`src/rx_wb_cfg.svh`:
```
// Purpose: Constants for the receive descriptor writeback engine
// Assumes: 32-bit descriptor words, byte-addressed descriptor port
// Notes:   Offsets are descriptor word indices
`ifndef RX_WB_CFG_SVH
`define RX_WB_CFG_SVH

`define DESC_NEXT_IDX       3'h0
`define DESC_BUF_IDX        3'h2
`define DESC_CTRL_IDX       3'h6
`define DESC_STATUS_IDX     3'h7
`define DESC_USER0_IDX      3'h0
`define STAT_CMPLT_BIT      31
`define STAT_DECERR_BIT     30
`define STAT_SLVERR_BIT     29
`define STAT_INTERR_BIT     28
`define STAT_EOF_BIT        26
`define STAT_SOF_BIT        27
`define USER_WORD_COUNT     5
`define LEN_WIDTH_DEFAULT   26

`endif

```
`src/rx_wb_pkg.sv`:
```
// Purpose: Types for the receive descriptor writeback engine
// Assumes: Nothing
// Notes:   Constants live in rx_wb_cfg.svh
package rx_wb_pkg;

typedef enum logic [3:0] {
    st_idle,
    st_fetch_req,
    st_fetch_wait,
    st_xfer,
    st_wait_status,
    st_user_write,
    st_status_write,
    st_next,
    st_paused,
    st_drain,
    st_halted
} phase_type;

endpackage

```
`src/rx_descriptor_writeback.sv`:
```
// Purpose: Stream-to-memory descriptor fetch, status writeback and tail pause
// Assumes: Data mover and descriptor memory port are simple request/done logic
// Notes:   One descriptor in flight; all control bits are plain ports
//
// How it works
// - Slave error from data path sets status bit 29 and halts gracefully.
// - Decode error on buffer address sets status bit 30 and halts gracefully.
// - Halting error clears run/stop; halted flag rises only after full shutdown.
// - Completed bit 31 written as 1 when the descriptor's transfer finishes.
// - Fetched descriptor with completed bit set is stale: internal fault, halt.
// - With status stream on, status words go into end-of-frame user fields.
// - Non end-of-frame descriptors get zero user fields when stream is on.
// - With status stream off, user fields are left untouched.
// - Length option off: user word four stores status like words zero to three.
// - Length option on: low bits of word four carry total packet byte count.
// - Each descriptor is fetched, transferred, then its status written back.
// - Descriptors run in chain order until the tail one, then processing pauses.
// - Tail write while paused at tail resumes fetching.
// - Tail write while running only moves the pause point.
// - Transferred-bytes field holds actual bytes stored, possibly below length.
`timescale 1ns/1ps
`include "rx_wb_cfg.svh"

module rx_descriptor_writeback #(
    parameter int LEN_WIDTH = `LEN_WIDTH_DEFAULT
) (
    input  wire logic        clock,
    input  wire logic        rstn,
    input  wire logic        start,
    input  wire logic [31:0] current_descriptor,
    input  wire logic        tail_write,
    input  wire logic [31:0] tail_descriptor_pointer,
    input  wire logic        status_stream_enable,
    input  wire logic        length_in_status_enable,
    output logic             run_stop_bit,
    output logic             engine_halted_flag,
    output logic             sg_internal_fault,
    output logic             paused_at_tail,
    output logic             mem_req,
    output logic             mem_write,
    output logic [31:0]      mem_addr,
    output logic [31:0]      mem_wdata,
    input  wire logic        mem_ack,
    input  wire logic [31:0] mem_rdata,
    output logic             mover_start,
    output logic [31:0]      mover_addr,
    output logic [25:0]      mover_length,
    input  wire logic        mover_done,
    input  wire logic [25:0] mover_bytes,
    input  wire logic        mover_eof,
    input  wire logic        mover_sof,
    input  wire logic        data_slave_error,
    input  wire logic        data_decode_error,
    input  wire logic        mover_busy,
    input  wire logic        status_valid,
    output logic             status_ready,
    input  wire logic [31:0] status_data,
    input  wire logic        status_last
);

    ////////////////////////////////////////////////////////////////////////////
    // State

    typedef struct packed {
        rx_wb_pkg::phase_type phase;
        logic        run;
        logic        halted;
        logic        fault;
        logic [31:0] tail;
        logic [31:0] desc;
        logic [31:0] next_ptr;
        logic [31:0] buf_addr;
        logic [25:0] buf_len;
        logic [2:0]  word;
        logic        req;
        logic        wr;
        logic [31:0] addr;
        logic [31:0] wdata;
        logic        mstart;
        logic [31:0] status;
        logic        eof;
        logic        err;
        logic [31:0] total;
        logic [2:0]  user_count;
        logic [31:0] user0;
        logic [31:0] user1;
        logic [31:0] user2;
        logic [31:0] user3;
        logic [31:0] user4;
        logic [1:0]  buf_count;
        logic [31:0] buf0;
        logic [31:0] buf1;
        logic        buf0_last;
        logic        buf1_last;
        logic        status_done;
    } state_type;

    state_type r;
    state_type next_r;

    logic        buf_pop;
    logic [31:0] buf_head;
    logic        buf_head_last;

    // Two-entry skid buffer on the status stream: a stall loses no word
    assign status_ready  = (r.buf_count != 2'd2);
    assign buf_head      = r.buf0;
    assign buf_head_last = r.buf0_last;

    ////////////////////////////////////////////////////////////////////////////
    // Next state

    always_comb begin
        logic [31:0] user_sel;
        logic [31:0] len_mask;
        user_sel = 32'h0;
        len_mask = (32'h1 << LEN_WIDTH) - 32'h1;
        next_r   = r;
        next_r.mstart = 1'b0;
        buf_pop  = 1'b0;

        // Status stream capture into user words, across frames
        if (r.buf_count != 2'd0 && !r.status_done) begin
            buf_pop = 1'b1;
            case (r.user_count)
                3'd0: next_r.user0 = buf_head;
                3'd1: next_r.user1 = buf_head;
                3'd2: next_r.user2 = buf_head;
                3'd3: next_r.user3 = buf_head;
                default: next_r.user4 = buf_head;
            endcase
            if (r.user_count < 3'(`USER_WORD_COUNT - 1)) begin
                next_r.user_count = r.user_count + 3'd1;
            end
            if (buf_head_last) begin
                next_r.status_done = 1'b1;
            end
        end
        case ({status_valid && status_ready, buf_pop})
            2'b10: begin
                if (r.buf_count == 2'd0) begin
                    next_r.buf0      = status_data;
                    next_r.buf0_last = status_last;
                end else begin
                    next_r.buf1      = status_data;
                    next_r.buf1_last = status_last;
                end
                next_r.buf_count = r.buf_count + 2'd1;
            end
            2'b01: begin
                next_r.buf0      = r.buf1;
                next_r.buf0_last = r.buf1_last;
                next_r.buf_count = r.buf_count - 2'd1;
            end
            2'b11: begin
                if (r.buf_count == 2'd1) begin
                    next_r.buf0      = status_data;
                    next_r.buf0_last = status_last;
                end else begin
                    next_r.buf0      = r.buf1;
                    next_r.buf0_last = r.buf1_last;
                    next_r.buf1      = status_data;
                    next_r.buf1_last = status_last;
                end
            end
            default: begin
            end
        endcase

        if (tail_write) begin
            next_r.tail = tail_descriptor_pointer;
        end

        case (r.word)
            3'd0: user_sel = r.eof ? r.user0 : 32'h0;
            3'd1: user_sel = r.eof ? r.user1 : 32'h0;
            3'd2: user_sel = r.eof ? r.user2 : 32'h0;
            3'd3: user_sel = r.eof ? r.user3 : 32'h0;
            default: begin
                if (!r.eof) begin
                    user_sel = 32'h0;
                end else if (length_in_status_enable) begin
                    user_sel = (r.user4 & ~len_mask) | (r.total & len_mask);
                end else begin
                    user_sel = r.user4;
                end
            end
        endcase

        case (r.phase)
            rx_wb_pkg::st_idle: begin
                if (start) begin
                    next_r.run    = 1'b1;
                    next_r.halted = 1'b0;
                    next_r.desc   = current_descriptor;
                    next_r.word   = `DESC_NEXT_IDX;
                    next_r.total  = 32'h0;
                    next_r.phase  = rx_wb_pkg::st_fetch_req;
                end
            end
            rx_wb_pkg::st_fetch_req: begin
                next_r.req   = 1'b1;
                next_r.wr    = 1'b0;
                next_r.addr  = r.desc + {27'h0, r.word, 2'b00};
                next_r.phase = rx_wb_pkg::st_fetch_wait;
            end
            rx_wb_pkg::st_fetch_wait: begin
                if (mem_ack) begin
                    next_r.req = 1'b0;
                    case (r.word)
                        `DESC_NEXT_IDX: next_r.next_ptr = mem_rdata;
                        `DESC_BUF_IDX:  next_r.buf_addr = mem_rdata;
                        `DESC_CTRL_IDX: next_r.buf_len  = mem_rdata[25:0];
                        default: begin
                        end
                    endcase
                    if (r.word == `DESC_STATUS_IDX) begin
                        if (mem_rdata[`STAT_CMPLT_BIT]) begin
                            next_r.fault = 1'b1;
                            next_r.run   = 1'b0;
                            next_r.phase = rx_wb_pkg::st_drain;
                        end else begin
                            next_r.mstart = 1'b1;
                            next_r.phase  = rx_wb_pkg::st_xfer;
                        end
                    end else begin
                        next_r.word  = r.word + 3'd1;
                        next_r.phase = rx_wb_pkg::st_fetch_req;
                    end
                end
            end
            rx_wb_pkg::st_xfer: begin
                if (mover_done) begin
                    next_r.status = 32'h0;
                    next_r.status[25:0] = mover_bytes;
                    next_r.status[`STAT_EOF_BIT] = mover_eof;
                    next_r.status[`STAT_SOF_BIT] = mover_sof;
                    next_r.status[`STAT_SLVERR_BIT] = data_slave_error;
                    next_r.status[`STAT_DECERR_BIT] = data_decode_error;
                    next_r.status[`STAT_CMPLT_BIT] = 1'b1;
                    next_r.err   = data_slave_error | data_decode_error;
                    next_r.eof   = mover_eof;
                    next_r.total = r.total + {6'h0, mover_bytes};
                    next_r.word  = `DESC_USER0_IDX;
                    if (!status_stream_enable) begin
                        next_r.phase = rx_wb_pkg::st_status_write;
                    end else begin
                        next_r.phase = mover_eof ? rx_wb_pkg::st_wait_status
                                                 : rx_wb_pkg::st_user_write;
                    end
                end
            end
            rx_wb_pkg::st_wait_status: begin
                // End-of-frame update waits for the whole status packet
                if (r.status_done) begin
                    next_r.phase = rx_wb_pkg::st_user_write;
                end
            end
            rx_wb_pkg::st_user_write: begin
                if (!r.req) begin
                    next_r.req   = 1'b1;
                    next_r.wr    = 1'b1;
                    next_r.addr  = r.desc + 32'h20 + {27'h0, r.word, 2'b00};
                    next_r.wdata = user_sel;
                end else if (mem_ack) begin
                    next_r.req = 1'b0;
                    if (r.word == 3'(`USER_WORD_COUNT - 1)) begin
                        next_r.phase = rx_wb_pkg::st_status_write;
                    end else begin
                        next_r.word = r.word + 3'd1;
                    end
                end
            end
            rx_wb_pkg::st_status_write: begin
                if (!r.req) begin
                    next_r.req   = 1'b1;
                    next_r.wr    = 1'b1;
                    next_r.addr  = r.desc + {27'h0, `DESC_STATUS_IDX, 2'b00};
                    next_r.wdata = r.status;
                end else if (mem_ack) begin
                    next_r.req   = 1'b0;
                    next_r.phase = rx_wb_pkg::st_next;
                    if (r.eof) begin
                        next_r.total       = 32'h0;
                        next_r.status_done = 1'b0;
                        next_r.user_count  = 3'd0;
                    end
                end
            end
            rx_wb_pkg::st_next: begin
                next_r.word = `DESC_NEXT_IDX;
                if (r.err) begin
                    next_r.run   = 1'b0;
                    next_r.phase = rx_wb_pkg::st_drain;
                end else if (r.desc == r.tail) begin
                    next_r.phase = rx_wb_pkg::st_paused;
                end else begin
                    next_r.desc  = r.next_ptr;
                    next_r.phase = rx_wb_pkg::st_fetch_req;
                end
            end
            rx_wb_pkg::st_paused: begin
                if (tail_write) begin
                    next_r.desc  = r.next_ptr;
                    next_r.phase = rx_wb_pkg::st_fetch_req;
                end
            end
            rx_wb_pkg::st_drain: begin
                // Halted is only reported once the mover has gone quiet
                if (!mover_busy && !r.req) begin
                    next_r.halted = 1'b1;
                    next_r.phase  = rx_wb_pkg::st_halted;
                end
            end
            rx_wb_pkg::st_halted: begin
                if (start) begin
                    next_r.fault = 1'b0;
                    next_r.phase = rx_wb_pkg::st_idle;
                end
            end
            default: next_r.phase = rx_wb_pkg::st_idle;
        endcase
    end

    ////////////////////////////////////////////////////////////////////////////
    // Registers

    always_ff @(posedge clock or negedge rstn) begin
        if (!rstn) begin
            r       <= '0;
            r.phase <= rx_wb_pkg::st_idle;
        end else begin
            r <= next_r;
        end
    end

    assign run_stop_bit       = r.run;
    assign engine_halted_flag = r.halted;
    assign sg_internal_fault  = r.fault;
    assign paused_at_tail     = (r.phase == rx_wb_pkg::st_paused);
    assign mem_req            = r.req;
    assign mem_write          = r.wr;
    assign mem_addr           = r.addr;
    assign mem_wdata          = r.wdata;
    assign mover_start        = r.mstart;
    assign mover_addr         = r.buf_addr;
    assign mover_length       = r.buf_len;

endmodule // rx_descriptor_writeback

```
`config.mk`:
```
export PLATFORM = sky130hd
export DESIGN_NAME = rx_descriptor_writeback
export DESIGN_NICKNAME = d
export VERILOG_FILES = /design/src/rx_wb_pkg.sv /design/src/rx_descriptor_writeback.sv
export VERILOG_INCLUDE_DIRS = /design/src
export SDC_FILE = /design/constraint.sdc
export NUM_CORES = 1
export LEC_CHECK = 0
export BUFFER_PORTS_ARGS = -buffer_cell sky130_fd_sc_hd__buf_4
export CAP_MARGIN = 20
export CORE_UTILIZATION = 40
export CTS_CLUSTER_DIAMETER = 30
export DETAILED_ROUTE_END_ITERATION = 6
export MAX_ROUTING_LAYER = met4
export PLACE_DENSITY = 0.54
export SLEW_MARGIN = 10
export SYNTH_ARGS = -nofsm -noshare
export SYNTH_HDL_FRONTEND = slang
export SYNTH_SLANG_ARGS = --single-unit
```
`constraint.sdc`:
```
create_clock -name clock -period 9.64 [get_ports clock]
set_input_delay 0.964 -clock clock [delete_from_list [all_inputs] [get_ports clock]]
set_output_delay 0.964 -clock clock [all_outputs]
set_load 0.01 [all_outputs]
```
==> flow_metrics.py <==
metrics = {
    "status": {
        "status": "finished clean",
    },
    "final_layout": {
        "antenna_diode_instance_count": 0,
        "layout.cells.non_filler": 3383,
        "nNetsFinal": 2663,
        "nFillCells": 5408,
        "layout-area-overhead-vs-synth_pct": 27.4,
        "layout_commonest_cell": "sky130_fd_sc_hd__dfrtp_1",
        "finalInstanceArea_um2": 32000,
        "highest_count_cells_in_the_layout_ignoring_fill_and_taps": "sky130_fd_sc_hd__dfrtp_1 (521), sky130_fd_sc_hd__buf_4 (320), sky130_fd_sc_hd__mux2_2 (314)",
        "post_route_cells_drive_above_1_share_pct": 34.8,
    },
    "grt": {
        "grt_antenna_before_repair": 0,
        "vias_in_the_first_global_route": 18500,
        "grt_max_degree": 167,
        "grt_pass1_wl_um": 108000,
        "overall_overflow_remaining_after_global_route": 0,
        "global_route.usage.total_pct": 23.0,
    },
    "setup_path": {
        "cp_slowest_stage_delay_ns": 0.78,
        "critPathMaxFanout": 24,
        "setup.worst_path.class": "reg2reg",
        "data_required_time_at_the_worst_endpoint_ns": 10.20,
        "critical_path_top_delay_cell": "sky130_fd_sc_hd__dfrtp_1",
        "critical_path.cell_chain": "nor2b_1 > nand2_1 > nand2_1 > ha_1 > inv_1 > fa_1 > nor2b_1 > nor3_1 > o22ai_2 > and3b_4 > nand2_2 > nor3_4 > nand4_1 > xor2_1 > o21ai_2",
        "critical_path_launch_point_type": "flip-flop",
        "timing.critical_path.arrival_ns": 4.48,
        "worst_setup_path_end_kind": "flip-flop",
    },
    "placement": {
        "placed_cells_incl_taps": 3146,
        "placed_cell_area_um2": 27200,
        "placer_congestion_estimate": 0.836,
        "hpwlAfterDp_um": 46900,
        "portBuffers": 298,
    },
    "clocking": {
        "cts_max_level": 4,
        "cts.sink_count": 521,
        "post-cts-setup-buffers": 0,
        "insertion_delay_ns": 0.69,
        "clockBufferDepth": 3,
        "tritoncts": "done",
        "cts-root-buf": "sky130_fd_sc_hd__clkbuf_16",
        "clkTransAtPathRegs_ns": 0.04,
        "postCtsResizedCells": 0,
        "cts_made_buffers": 132,
        "cts.hold.buffers_added": 0,
    },
    "run": {
        "max_cap_violations": 0,
    },
    "die": {
        "die_area_um2": 63800,
        "chipHeight_um": 253,
        "std_cell_rows": 91,
        "initial_utilization_pct": 40.6,
        "ioPinCount": 299,
        "die_width_um": 253,
        "design.core.area_um2": 61800,
    },
    "timing": {
        "finalSetupViolations": 0,
        "report.final.hold_viol_count": 0,
        "grt_setup_unrepaired": "false",
        "slew_headroom_pct": 25.8,
        "maxSlewViolCount": 0,
        "holdWs_ns": 0.279,
        "fmax_ghz": 0.255,
        "setup-tns-final_ns": 0,
        "period_minus_slack_ns": 3.92,
        "worst_pin_slew_ns": 1.11,
        "final_cycle_share_pct": 40.6,
        "fin_worst_skew_ns": 0.0326,
    },
    "min_path": {
        "timing.hold.worst.class": "in2async",
    },
    "synthesis": {
        "post_synth_main_area_contributors": "sky130_fd_sc_hd__dfrtp_1 (52%), sky130_fd_sc_hd__mux2_2 (14%), sky130_fd_sc_hd__nand2_1 (4.6%), sky130_fd_sc_hd__buf_4 (3.7%), sky130_fd_sc_hd__o21ai_0 (3.3%)",
        "synth_top_flop_cell": "sky130_fd_sc_hd__dfrtp_1",
        "synth_enable_flop_cells": 0,
        "synthesis.instances": 2240,
        "synthesis.nets": 2459,
        "seq_area_frac_synth_pct": 51.9,
        "yosysWarnings": 0,
        "library_cell_with_the_largest_summed_area_after_synthesis": "sky130_fd_sc_hd__dfrtp_1",
        "yosys.area.top_type_share_pct": 51.9,
        "postSynth.asyncResetShare_pct": 100,
        "ys_seq_elements": 521,
        "netlist_area_um2": 25100,
        "post_synthesis_cell_type_count": 69,
        "avgSynthCellArea_um2": 11.2,
    },
    "detailed_routing": {
        "drc": 0,
        "vias": 17700,
        "wl_per_cell_um": 20.6,
        "routed_wl_um": 69800,
        "detailed_routing_iterations_pass_1": 5,
        "drt_first_iter_violations": 914,
        "post_drt_antenna_nets": 0,
        "route.detailed.vias_per_inst": 5.23,
    },
    "power": {
        "ir_worst_vdd_mv": 0.203,
        "power-per-cell-area_nw_per_um2": 323,
        "total_power_mw": 10.3,
        "power_leakage_nw": 15.4,
    },
}
sequential cells by signal, indices dropped and copies added, names as in the netlist:
| register | cells |
|---|---|
| buf_head | 32 |
| mem_addr | 32 |
| engine_halted_flag | 1 |
| mem_req | 1 |
| mem_write | 1 |
| mover_length | 26 |
| mover_start | 1 |
| mem_wdata | 32 |
| buf_head_last | 1 |
| run_stop_bit | 1 |
| sg_internal_fault | 1 |
| r | 360 |
| mover_addr | 32 |
logic make-up (layout without fill, tap and decap cells):
| group | after synthesis | in the layout | synth area share (%) |
|---|---|---|---|
| DFF | 521 | 521 | 51.9 |
| and+or+nand+nor | 498 | 498 | 9.18 |
| AOI/OAI and AO/OA | 422 | 422 | 10.4 |
| muxes | 383 | 383 | 16.9 |
| buffers and inverters | 283 | 589 | 6.19 |
| xor gates and xnor gates | 83 | 83 | 2.89 |
| adders and majority gates | 50 | 50 | 2.58 |
where the power goes:
group	switching [mW]	leakage, nW	internal (mW)	total [mW]
Combinational	1.24	6.38	1.06	2.30
Clock	1.34	2.29	3.28	4.62
Sequential	0.588	6.77	2.83	3.42
cell usage after synthesis (29+ instances only):
cell and instances:
sky130_fd_sc_hd__mux2i_1 64, sky130_fd_sc_hd__inv_1 29, sky130_fd_sc_hd__nand2_1 306, sky130_fd_sc_hd__a22oi_1 91, sky130_fd_sc_hd__and4_1 29, sky130_fd_sc_hd__o21ai_0 166, sky130_fd_sc_hd__a21oi_1 69, sky130_fd_sc_hd__buf_4 123
sky130_fd_sc_hd__dfrtp_1 521, sky130_fd_sc_hd__clkbuf_1 101, sky130_fd_sc_hd__nor2_1 37, sky130_fd_sc_hd__mux2_2 314, sky130_fd_sc_hd__xnor2_1 55, sky130_fd_sc_hd__nand3_1 44, sky130_fd_sc_hd__ha_1 47
critical path, delay by kind of cell (launching register included):
family	cells	cell delay (ns)
xor+xnor	1	0.20
flops	1	0.78
compound gates	2	0.38
simple gates	9	1.81
buf+inv	1	0.05
fa+ha+maj	2	0.56
area by class of cell:
type,count,area [µm²],share of cell area [%]
Clock inverter,70,1070,3.34
Inverter,29,109,0.340
Clock buffer,166,3660,11.4
Timing Repair Buffer,324,2470,7.73
Tap cell,837,1050,3.27
Sequential cell,521,13000,40.8
Multi-Input combinational cell,1436,10600,33.1
worst paths after layout:
path	cells after the start	slack [ns]	to	start
worst max register to register	15	5.72	mem_addr[30]$_DFFE_PN0P_	r[526]$_DFFE_PN0P_
min in group clock	1	0.47	r[297]$_DFFE_PN0P_	r[297]$_DFFE_PN0P_
worst min register to register	1	0.47	r[297]$_DFFE_PN0P_	r[297]$_DFFE_PN0P_
max in group asynchronous	3	7.13	buf_head[5]$_DFFE_PN0P_	rstn
worst min-delay path	1	0.28	mover_addr[28]$_DFFE_PN0P_	rstn
worst max-delay path	15	5.72	mem_addr[30]$_DFFE_PN0P_	r[526]$_DFFE_PN0P_
layer usage:
layer  GRT usage (%)  routed length (µm)
met3            4.54                3170
met5               -                   0
met2            34.4               32500
met4            8.24                1610
met1            31.0               32400
stage by stage:
| stage | worst slack (ns) | util (%) |
|---|---|---|
| final | 5.72 | 51.7 |
| after global routing | 5.40 | 51.7 |
| after CTS | 5.72 | 51.7 |
| after detailed placement | 5.73 | 44.1 |
| after global placement | 5.81 | 44.0 |
| after floorplan | 6.49 | - |
Power figures use the tool's default switching activity.
